File: src/rtl/flash_host_pkg.sv
package flash_host_pkg;

	// Clock and flash pin timing
	localparam int CLK_NS     = 20;
	localparam int T_ACC_NS   = 55;
	localparam int T_WP_NS    = 35;
	// Least times round up to whole cycles
	localparam int ACC_CYC    = (T_ACC_NS + CLK_NS - 1) / CLK_NS;
	localparam int WP_CYC     = (T_WP_NS + CLK_NS - 1) / CLK_NS;
	localparam int CNT_W      = 4;

	// Flash bus widths
	localparam int FA_W       = 19;
	localparam int FD_W       = 8;

	// Status bit positions in the flash status byte
	localparam int BIT_ACT    = 6;
	localparam int BIT_FAIL   = 5;
	localparam int BIT_WIN    = 3;

	// Read/reset command byte
	localparam logic [7:0] RESET_CMD = 8'hF0;

	// Software register map (byte addresses)
	localparam int AXI_AW     = 5;
	localparam logic [4:0] OFS_CTRL   = 5'h00;
	localparam logic [4:0] OFS_ADDR   = 5'h04;
	localparam logic [4:0] OFS_WDATA  = 5'h08;
	localparam logic [4:0] OFS_STATUS = 5'h0C;
	localparam logic [4:0] OFS_RDATA  = 5'h10;

	// Status register bit positions
	localparam int ST_BUSY    = 0;
	localparam int ST_DONE    = 1;
	localparam int ST_FAIL    = 2;
	localparam int ST_LOST    = 3;
	localparam int ST_REFUSED = 4;
	localparam int ST_SUPPLY  = 5;

	// AXI responses
	localparam logic [1:0] RESP_OKAY   = 2'h0;
	localparam logic [1:0] RESP_SLVERR = 2'h2;

	// Commands written to the control register, bits [1:0]
	typedef enum logic [1:0] {
		CMD_READ,
		CMD_WRITE,
		CMD_POLL,
		CMD_SADD
	} cmd_t;

endpackage : flash_host_pkg

File: src/rtl/strobe_cycle.sv
`timescale 1ns/10ps
module strobe_cycle (
	input  wire logic                          aclk,
	input  wire logic                          aresetn,
	input  wire logic                          en,
	input  wire logic                          start,
	input  wire logic                          wr,
	input  wire logic [flash_host_pkg::FA_W-1:0] addr_in,
	input  wire logic [flash_host_pkg::FD_W-1:0] wdata_in,
	output logic                               done,
	output logic [flash_host_pkg::FD_W-1:0]    rdata,
	output logic [flash_host_pkg::FA_W-1:0]    fl_addr,
	output logic                               fl_ce_n,
	output logic                               fl_oe_n,
	output logic                               fl_we_n,
	input  wire logic [flash_host_pkg::FD_W-1:0] fl_dq_i,
	output logic [flash_host_pkg::FD_W-1:0]    fl_dq_o,
	output logic                               fl_dq_oe
);
	import flash_host_pkg::*;

	typedef enum logic [1:0] {E_IDLE, E_SET, E_STB, E_HLD} eng_t;

	eng_t              st_q, st_d;
	logic [CNT_W-1:0]  cnt_q, cnt_d;
	logic              wr_q, wr_d;
	logic              ce_n_q, ce_n_d, oe_n_q, oe_n_d, we_n_q, we_n_d;
	logic              oe_q, oe_d, done_q, done_d;
	logic [FA_W-1:0]   addr_q, addr_d;
	logic [FD_W-1:0]   dq_q, dq_d, rd_q, rd_d;

	// One bus cycle: address setup, strobe, release
	always_comb begin
		st_d   = st_q;
		cnt_d  = cnt_q;
		wr_d   = wr_q;
		ce_n_d = ce_n_q;
		oe_n_d = oe_n_q;
		we_n_d = we_n_q;
		oe_d   = oe_q;
		done_d = 1'b0;
		addr_d = addr_q;
		dq_d   = dq_q;
		rd_d   = rd_q;
		unique case (st_q)
			E_IDLE: begin
				if (start) begin
					addr_d = addr_in;
					dq_d   = wdata_in;
					wr_d   = wr;
					oe_d   = wr;
					st_d   = E_SET;
				end
			end
			E_SET: begin
				// Write only with select low and output enable high
				ce_n_d = 1'b0;
				we_n_d = ~wr_q;
				oe_n_d = wr_q;
				cnt_d  = wr_q ? CNT_W'(WP_CYC - 1) : CNT_W'(ACC_CYC - 1);
				st_d   = E_STB;
			end
			E_STB: begin
				if (cnt_q == '0) begin
					// Rising write strobe latches the byte
					we_n_d = 1'b1;
					oe_n_d = 1'b1;
					if (!wr_q)
						rd_d = fl_dq_i;
					st_d = E_HLD;
				end else begin
					cnt_d = cnt_q - 1'b1;
				end
			end
			E_HLD: begin
				// Data held past the strobe edge for hold time
				ce_n_d = 1'b1;
				oe_d   = 1'b0;
				done_d = 1'b1;
				st_d   = E_IDLE;
			end
		endcase
	end

	always_ff @(posedge aclk) begin
		if (!aresetn) begin
			st_q   <= E_IDLE;
			cnt_q  <= '0;
			wr_q   <= 1'b0;
			ce_n_q <= 1'b1;
			oe_n_q <= 1'b1;
			we_n_q <= 1'b1;
			oe_q   <= 1'b0;
			done_q <= 1'b0;
			addr_q <= '0;
			dq_q   <= '0;
			rd_q   <= '0;
		end else if (en) begin
			st_q   <= st_d;
			cnt_q  <= cnt_d;
			wr_q   <= wr_d;
			ce_n_q <= ce_n_d;
			oe_n_q <= oe_n_d;
			we_n_q <= we_n_d;
			oe_q   <= oe_d;
			done_q <= done_d;
			addr_q <= addr_d;
			dq_q   <= dq_d;
			rd_q   <= rd_d;
		end
	end

	assign done     = done_q;
	assign rdata    = rd_q;
	assign fl_addr  = addr_q;
	assign fl_ce_n  = ce_n_q;
	assign fl_oe_n  = oe_n_q;
	assign fl_we_n  = we_n_q;
	assign fl_dq_o  = dq_q;
	assign fl_dq_oe = oe_q;

	chk_write_strobes: assert property (
		@(posedge aclk) disable iff (!aresetn)
		!fl_we_n |-> (!fl_ce_n && fl_oe_n && fl_dq_oe))
		else $error("write strobe low without select or with oe low");

endmodule : strobe_cycle

File: src/rtl/flash_host.sv
// The AXI4-Lite interface to the registers and the register offsets were chosen for this implementation.
`timescale 1ns/10ps
module flash_host (
	input  wire logic                          aclk,
	input  wire logic                          aresetn,
	input  wire logic                          en,
	input  wire logic                          supply_low,
	input  wire logic                          awvalid,
	output logic                               awready,
	input  wire logic [flash_host_pkg::AXI_AW-1:0] awaddr,
	input  wire logic                          wvalid,
	output logic                               wready,
	input  wire logic [31:0]                   wdata,
	input  wire logic [3:0]                    wstrb,
	output logic                               bvalid,
	input  wire logic                          bready,
	output logic [1:0]                         bresp,
	input  wire logic                          arvalid,
	output logic                               arready,
	input  wire logic [flash_host_pkg::AXI_AW-1:0] araddr,
	output logic                               rvalid,
	input  wire logic                          rready,
	output logic [31:0]                        rdata,
	output logic [1:0]                         rresp,
	output logic [flash_host_pkg::FA_W-1:0]    fl_addr,
	output logic                               fl_ce_n,
	output logic                               fl_oe_n,
	output logic                               fl_we_n,
	input  wire logic [flash_host_pkg::FD_W-1:0] fl_dq_i,
	output logic [flash_host_pkg::FD_W-1:0]    fl_dq_o,
	output logic                               fl_dq_oe
);
	import flash_host_pkg::*;

	typedef enum logic [2:0] {
		Q_IDLE, Q_RD_A, Q_RD_B, Q_RD_C, Q_RD_D, Q_WR, Q_RST
	} seq_t;

	function automatic logic mapped(input logic [AXI_AW-1:0] a);
		mapped = (a == OFS_CTRL) || (a == OFS_ADDR) || (a == OFS_WDATA) ||
			(a == OFS_STATUS) || (a == OFS_RDATA);
	endfunction : mapped

	// Bus side state
	logic              awh_q, awh_d, wh_q, wh_d, bv_q, bv_d, rv_q, rv_d;
	logic [AXI_AW-1:0] awa_q, awa_d;
	logic [31:0]       wd_q, wd_d, rd_q, rd_d;
	logic [1:0]        br_q, br_d, rr_q, rr_d;
	logic [FA_W-1:0]   addr_q, addr_d;
	logic [FD_W-1:0]   wbyte_q, wbyte_d;
	logic              start;
	cmd_t              start_cmd;
	// Sequencer state
	seq_t              st_q, st_d;
	cmd_t              cmd_q, cmd_d;
	logic              iss_q, iss_d;
	logic [FD_W-1:0]   r1_q, r1_d, res_q, res_d;
	logic              done_q, done_d, fail_q, fail_d;
	logic              lost_q, lost_d, ref_q, ref_d;
	// Engine handshake
	logic              go, go_wr, eng_done;
	logic [FD_W-1:0]   go_data, eng_rdata;
	logic              aw_have, w_have, do_wr;
	logic [AXI_AW-1:0] wa;
	logic [31:0]       wv, status;

	assign status = {26'h0, supply_low, ref_q, lost_q, fail_q, done_q,
		(st_q != Q_IDLE)};

	// Address and data accepted in either order; response after both.
	// Handshakes held off while the enable freezes the registers,
	// otherwise a master would see a transfer that never lands.
	assign awready = en && !awh_q && !bv_q;
	assign wready  = en && !wh_q && !bv_q;
	assign arready = en && !rv_q;
	assign aw_have = awh_q || (awvalid && awready);
	assign w_have  = wh_q || (wvalid && wready);
	assign do_wr   = aw_have && w_have && !bv_q;
	assign wa      = awh_q ? awa_q : awaddr;
	assign wv      = wh_q ? wd_q : wdata;
	// Registers frozen while a command runs so cycles see stable values
	assign start     = do_wr && (wa == OFS_CTRL) && (st_q == Q_IDLE) && wstrb[0];
	assign start_cmd = cmd_t'(wv[1:0]);

	always_comb begin
		awh_d   = awh_q;
		wh_d    = wh_q;
		awa_d   = awa_q;
		wd_d    = wd_q;
		bv_d    = bv_q;
		br_d    = br_q;
		rv_d    = rv_q;
		rd_d    = rd_q;
		rr_d    = rr_q;
		addr_d  = addr_q;
		wbyte_d = wbyte_q;
		if (awvalid && awready) begin
			awh_d = 1'b1;
			awa_d = awaddr;
		end
		if (wvalid && wready) begin
			wh_d = 1'b1;
			wd_d = wdata;
		end
		if (bv_q && bready)
			bv_d = 1'b0;
		if (do_wr) begin
			awh_d = 1'b0;
			wh_d  = 1'b0;
			bv_d  = 1'b1;
			br_d  = mapped(wa) ? RESP_OKAY : RESP_SLVERR;
			if (st_q == Q_IDLE && wa == OFS_ADDR)
				addr_d = wv[FA_W-1:0];
			if (st_q == Q_IDLE && wa == OFS_WDATA && wstrb[0])
				wbyte_d = wv[FD_W-1:0];
		end
		if (rv_q && rready)
			rv_d = 1'b0;
		if (arvalid && arready) begin
			rv_d = 1'b1;
			rr_d = mapped(araddr) ? RESP_OKAY : RESP_SLVERR;
			unique case (araddr)
				OFS_CTRL:   rd_d = {30'h0, cmd_q};
				OFS_ADDR:   rd_d = {13'h0, addr_q};
				OFS_WDATA:  rd_d = {24'h0, wbyte_q};
				OFS_STATUS: rd_d = status;
				OFS_RDATA:  rd_d = {24'h0, res_q};
				default:    rd_d = 32'h0;
			endcase
		end
	end

	always_ff @(posedge aclk) begin
		if (!aresetn) begin
			awh_q   <= 1'b0;
			wh_q    <= 1'b0;
			awa_q   <= '0;
			wd_q    <= 32'h0;
			bv_q    <= 1'b0;
			br_q    <= RESP_OKAY;
			rv_q    <= 1'b0;
			rd_q    <= 32'h0;
			rr_q    <= RESP_OKAY;
			addr_q  <= '0;
			wbyte_q <= 8'h00;
		end else if (en) begin
			awh_q   <= awh_d;
			wh_q    <= wh_d;
			awa_q   <= awa_d;
			wd_q    <= wd_d;
			bv_q    <= bv_d;
			br_q    <= br_d;
			rv_q    <= rv_d;
			rd_q    <= rd_d;
			rr_q    <= rr_d;
			addr_q  <= addr_d;
			wbyte_q <= wbyte_d;
		end
	end

	assign bvalid = bv_q && en;
	assign bresp  = br_q;
	assign rvalid = rv_q && en;
	assign rdata  = rd_q;
	assign rresp  = rr_q;

	// Sequencer: each state but Q_IDLE issues one bus cycle and acts on its result
	always_comb begin
		st_d   = st_q;
		cmd_d  = cmd_q;
		iss_d  = iss_q;
		r1_d   = r1_q;
		res_d  = res_q;
		done_d = done_q;
		fail_d = fail_q;
		lost_d = lost_q;
		ref_d  = ref_q;
		go     = 1'b0;
		if (st_q == Q_IDLE) begin
			if (start) begin
				done_d = 1'b0;
				fail_d = 1'b0;
				lost_d = 1'b0;
				cmd_d  = start_cmd;
				// No writes reach a flash from a command started in supply lockout
				ref_d  = supply_low;
				if (supply_low)
					done_d = 1'b1;
				else if (start_cmd == CMD_WRITE)
					st_d = Q_WR;
				else
					st_d = Q_RD_A;
			end
		end else if (!iss_q) begin
			go    = 1'b1;
			iss_d = 1'b1;
		end else if (eng_done) begin
			iss_d = 1'b0;
			unique case (st_q)
				Q_RD_A: begin
					r1_d = eng_rdata;
					if (cmd_q == CMD_READ) begin
						res_d = eng_rdata;
						st_d  = Q_IDLE;
					end else if (cmd_q == CMD_SADD && eng_rdata[BIT_WIN]) begin
						// Window closed already: cycle would be lost
						lost_d = 1'b1;
						st_d   = Q_IDLE;
					end else if (cmd_q == CMD_SADD) begin
						st_d = Q_WR;
					end else begin
						st_d = Q_RD_B;
					end
				end
				Q_WR: st_d = (cmd_q == CMD_SADD) ? Q_RD_B : Q_IDLE;
				Q_RD_B: begin
					res_d = eng_rdata;
					if (cmd_q == CMD_SADD) begin
						lost_d = eng_rdata[BIT_WIN];
						st_d   = Q_IDLE;
					end else if (eng_rdata[BIT_ACT] == r1_q[BIT_ACT]) begin
						st_d = Q_IDLE;
					end else if (eng_rdata[BIT_FAIL]) begin
						// Failure bit only trusted while still toggling
						st_d = Q_RD_C;
					end else begin
						r1_d = eng_rdata;
					end
				end
				Q_RD_C: begin
					r1_d = eng_rdata;
					st_d = Q_RD_D;
				end
				Q_RD_D: begin
					res_d = eng_rdata;
					if (eng_rdata[BIT_ACT] == r1_q[BIT_ACT]) begin
						st_d = Q_IDLE;
					end else begin
						fail_d = 1'b1;
						st_d   = Q_RST;
					end
				end
				Q_RST: st_d = Q_IDLE; // Back in read mode
				default: st_d = Q_IDLE;
			endcase
			if (st_d == Q_IDLE)
				done_d = 1'b1;
		end
	end

	always_ff @(posedge aclk) begin
		if (!aresetn) begin
			st_q   <= Q_IDLE;
			cmd_q  <= CMD_READ;
			iss_q  <= 1'b0;
			r1_q   <= 8'h00;
			res_q  <= 8'h00;
			done_q <= 1'b0;
			fail_q <= 1'b0;
			lost_q <= 1'b0;
			ref_q  <= 1'b0;
		end else if (en) begin
			st_q   <= st_d;
			cmd_q  <= cmd_d;
			iss_q  <= iss_d;
			r1_q   <= r1_d;
			res_q  <= res_d;
			done_q <= done_d;
			fail_q <= fail_d;
			lost_q <= lost_d;
			ref_q  <= ref_d;
		end
	end

	// Reset command issued after failure
	assign go_wr   = (st_q == Q_WR) || (st_q == Q_RST);
	assign go_data = (st_q == Q_RST) ? RESET_CMD : wbyte_q;

	strobe_cycle u_cycle (
		.aclk     (aclk),
		.aresetn  (aresetn),
		.en       (en),
		.start    (go),
		.wr       (go_wr),
		.addr_in  (addr_q),
		.wdata_in (go_data),
		.done     (eng_done),
		.rdata    (eng_rdata),
		.fl_addr  (fl_addr),
		.fl_ce_n  (fl_ce_n),
		.fl_oe_n  (fl_oe_n),
		.fl_we_n  (fl_we_n),
		.fl_dq_i  (fl_dq_i),
		.fl_dq_o  (fl_dq_o),
		.fl_dq_oe (fl_dq_oe)
	);

	chk_fail_then_reset: assert property (
		@(posedge aclk) disable iff (!aresetn)
		(en && $rose(fail_q)) |-> (st_q == Q_RST))
		else $error("failure not followed by reset command");

	chk_fail_qualified: assert property (
		@(posedge aclk) disable iff (!aresetn)
		(en && $rose(fail_q)) |-> ($past(st_q) == Q_RD_D))
		else $error("failure flagged outside toggle recheck");

	chk_lockout_refuse: assert property (
		@(posedge aclk) disable iff (!aresetn)
		(en && start && supply_low) |=> (st_q == Q_IDLE && ref_q))
		else $error("command started under supply lockout");

	chk_window_lost: assert property (
		@(posedge aclk) disable iff (!aresetn)
		(en && st_q == Q_RD_B && cmd_q == CMD_SADD && eng_done && iss_q)
		|=> (lost_q == $past(eng_rdata[BIT_WIN]) && st_q == Q_IDLE))
		else $error("window recheck result not reported");

	cov_poll_ok: cover property (@(posedge aclk) disable iff (!aresetn)
		st_q == Q_RD_B ##1 st_q == Q_IDLE);
	cov_poll_fail: cover property (@(posedge aclk) disable iff (!aresetn)
		$rose(fail_q));
	cov_sadd_lost: cover property (@(posedge aclk) disable iff (!aresetn)
		$rose(lost_q));

endmodule : flash_host

File: config.mk
export PLATFORM = sky130hd
export DESIGN_NAME = flash_host
export DESIGN_NICKNAME = d
export VERILOG_FILES = /design/src/rtl/flash_host_pkg.sv /design/src/rtl/strobe_cycle.sv /design/src/rtl/flash_host.sv
export SDC_FILE = /design/constraint.sdc
export NUM_CORES = 1
export LEC_CHECK = 0
export BUFFER_PORTS_ARGS = -buffer_cell sky130_fd_sc_hd__buf_2
export CORE_MARGIN = 5
export CORE_UTILIZATION = 35
export CTS_CLUSTER_DIAMETER = 150
export DETAILED_ROUTE_END_ITERATION = 8
export PLACE_DENSITY = 0.64
export SLEW_MARGIN = 20
export SYNTH_ARGS = -nofsm -noshare
export SYNTH_HDL_FRONTEND = slang
export SYNTH_SLANG_ARGS = --single-unit
File: constraint.sdc
create_clock -name aclk -period 2.27 [get_ports aclk]
set_input_delay 0.1135 -clock aclk [delete_from_list [all_inputs] [get_ports aclk]]
set_output_delay 0.1135 -clock aclk [all_outputs]
set_load 0.005 [all_outputs]
==> run summary <==
outcome - finished, final reports clean
largest net degree at the start of global routing - 123
vias post-DR - 5312
CTS Hold Bufs - 35
# diodes - 0
Fillers - 1734
switching share of power - 0.251
Switch Pwr - 1430 uW
synth unique cells - 66
Syn. warnings - 0
Post-DP Area - 6960 sq um
Post-synth EDFFs - 0
vias in the first global route - 5066
Congestion Overflow GR - 0
Cell Pwr Density - 720 nW/um^2
area added between synthesis and finish - 25.6%
Skew-Pair Late Insertion Delay - 420 ps
post-synthesis cell area - 6280 sq um
CTS tree - yes
max incr delay on CP - 480 ps
final net count - 919
Clk Tree Root Cell - clkbuf_16
Starting Density - 0.352
final instance area - 7890 sq um
Syn Area/Cell - 8.65 sq um
Clock Skew - 8.03 ps
internal power - 4250 uW
GPL Wtd Cong - 0.822
register clock-pin slew on the reported worst setup and hold paths - 60 ps
clk sinks - 142
WL final - 16100 um
vias per std cell - 4.87
final setup vio count - 0
initial antenna violation count - 0
Primary FF master, synth - dfxtp_1
Row Count - 49
Cell Chain, Critical Path - inv_1 -> ha_1 -> nor4bb_1 -> nand3b_1 -> buf_4 -> mux2i_1 -> nor2_1
DRC Markers - 0
Setup crit end kind - register
Max FO, Critical Path - 9
CP Buf/Inv Count - 2
final hold vios - 0
Hold WC Path Type - in -> reg
Synth Instances - 726
final setup TNS - 0 ps
part of the power in registers - 0.449
synthesized flop and latch total - 142
leak pwr - 0.00319 uW
Post-DRT Antenna Nets - 0
die footprint - 20700 sq um
Req. time, crit path - 2560 ps
Ports - 135
Post-synth ARST share - 0
CTS Buf Count - 17
first-pass GRT wire length - 26100 um
die width - 144 um
Iteration-0 DRC Markers - 253
Achievable Freq - 513 MHz
critical path class - reg -> reg
worst-margin pin slew - 645 ps
dpl hpwl - 11500 um
fin crit period - 1950 ps
DR pass1 iterations - 6
PortBufs - 103
GRT Resource Usage Total - 0.159
Post-CTS Setup Bufs - 0
Crit-path slowest cell - nor4bb_1
Startpoint Class - register
post-synthesis sequential area ratio - 0.453
# H-tree levels - 4
clock power share - 0.477
share of cells above drive strength 1 - 0.202
per-cell routed wire length - 14.8 um
core area - 17800 sq um
Clock Path Buffers - 2
Slew HR - 0.569
max_cap viols - 0
Peak supply drop - 0.545 mV
Post-CTS Resized - 0
period utilisation layout - 0.859
final max-slew violation count - 0
RSZ-0062 raised after global routing - false
Chip Height - 144 um
CP arrival - 2240 ps
cell family with most CP delay - simple AND/OR/NAND/NOR gates
Gate power share - 0.073
==> cells in the mapped netlist, drive strengths merged (6+ instances only) <==
cell | n | area, sq um
nor3 | 19 | 123
a22oi | 18 | 135
o21ai | 21 | 105
dfxtp | 142 | 2840
ha | 8 | 100
a21oi | 54 | 270
nand3 | 8 | 40.0
inv | 14 | 52.6
mux2i | 47 | 483
clkbuf | 33 | 124
nor2b | 8 | 50.1
and2 | 11 | 68.8
buf | 33 | 221
a211oi | 30 | 235
a22o | 6 | 52.6
nand2 | 112 | 420
nor2 | 93 | 349
==> cell type report <==
type,count,area (sq um),area share
clock buffers,17,425,0.0539
flip-flops and latches,142,2840,0.360
clock inverters,15,151,0.0192
inverters,15,57.6,0.00730
multi-input cells,517,3090,0.392
well taps,229,287,0.0363
repair buffers,155,1030,0.131
==> cells by family after synthesis <==
logic type	share of synthesized area
compound gates	0.164
xor+xnor	0.00419
fa+ha+maj	0.0159
buf+inv	0.0640
flops	0.453
mux	0.0895
other cells	0.000597
simple gates	0.209
==> power by group through the flow <==
stage	clock network [uW]	logic, uW	registers, uW
final	2710	417	2550
after global routing	2890	463	2560
after CTS	2770	418	2550
after detailed placement	0	369	2610
after global placement	0	364	2610
after floorplan	0	259	2600
==> cells in the final DEF (no fill, tap or decap), drive strengths merged, types with 19 or more instances in the layout <==
cell type	count
nand2	112
dfxtp	142
o21ai	21
inv	23
a211oi	30
nor3	19
buf	120
mux2i	47
a21oi	54
nor2	93
dlygate4sd3	35
==> state kept, by name, summed over array words and instances, names as in the netlist, 2 cells and up <==
name,count
addr_q,19
rdata,19
u_cycle.fl_addr,19
wd_q,19
res_q,8
u_cycle.fl_dq_o,8
u_cycle.rdata,8
wbyte_q,8
awa_q,5
u_cycle.cnt_q,4
st_q,3
cmd_q,2
u_cycle.st_q,2
==> worst reg2reg max path, stage by stage, from the launching register on <==
cell,delay (ps)
dfxtp_1,330
inv_1,100
ha_1,320
nor4bb_1,480
nand3b_1,160
buf_4,220
mux2i_1,160
nor2_1,60
==> per-stage QoR <==
stage	std cells	hold slack, ps	util	setup slack (ps)	power (uW)
2_1_floorplan	740	237	-	268	2860
4_1_cts	1090	27.3	0.442	294	5740
5_1_grt	1090	75.2	0.442	11.0	5910
3_5_place_dp	1023	353	0.390	317	2980
3_3_place_gp	1023	349	0.390	369	2970
6_report	1090	39.4	0.442	319	5680
==> layer usage <==
metal	vias to the layer above	routed length [um]	global-route usage
met5	-	0	0
met4	0	400	0.0629
met3	25	820	0.0373
met2	133	7060	0.240
met1	2424	7830	0.219
li1	2730	-	-
==> final timing paths <==
path / startpoint / endpoint / slack [ps] / depth (start not counted)
worst max-delay path: u_cycle.st_q[0] / u_cycle.rdata[0] / 320 / 7
worst min-delay path: supply_low / ref_q / 40 / 3
worst min register to register: u_cycle.fl_addr[12] / u_cycle.fl_addr[12] / 450 / 2
worst max register to register: u_cycle.st_q[0] / u_cycle.rdata[0] / 320 / 7
Power figures use the tool's default switching activity.
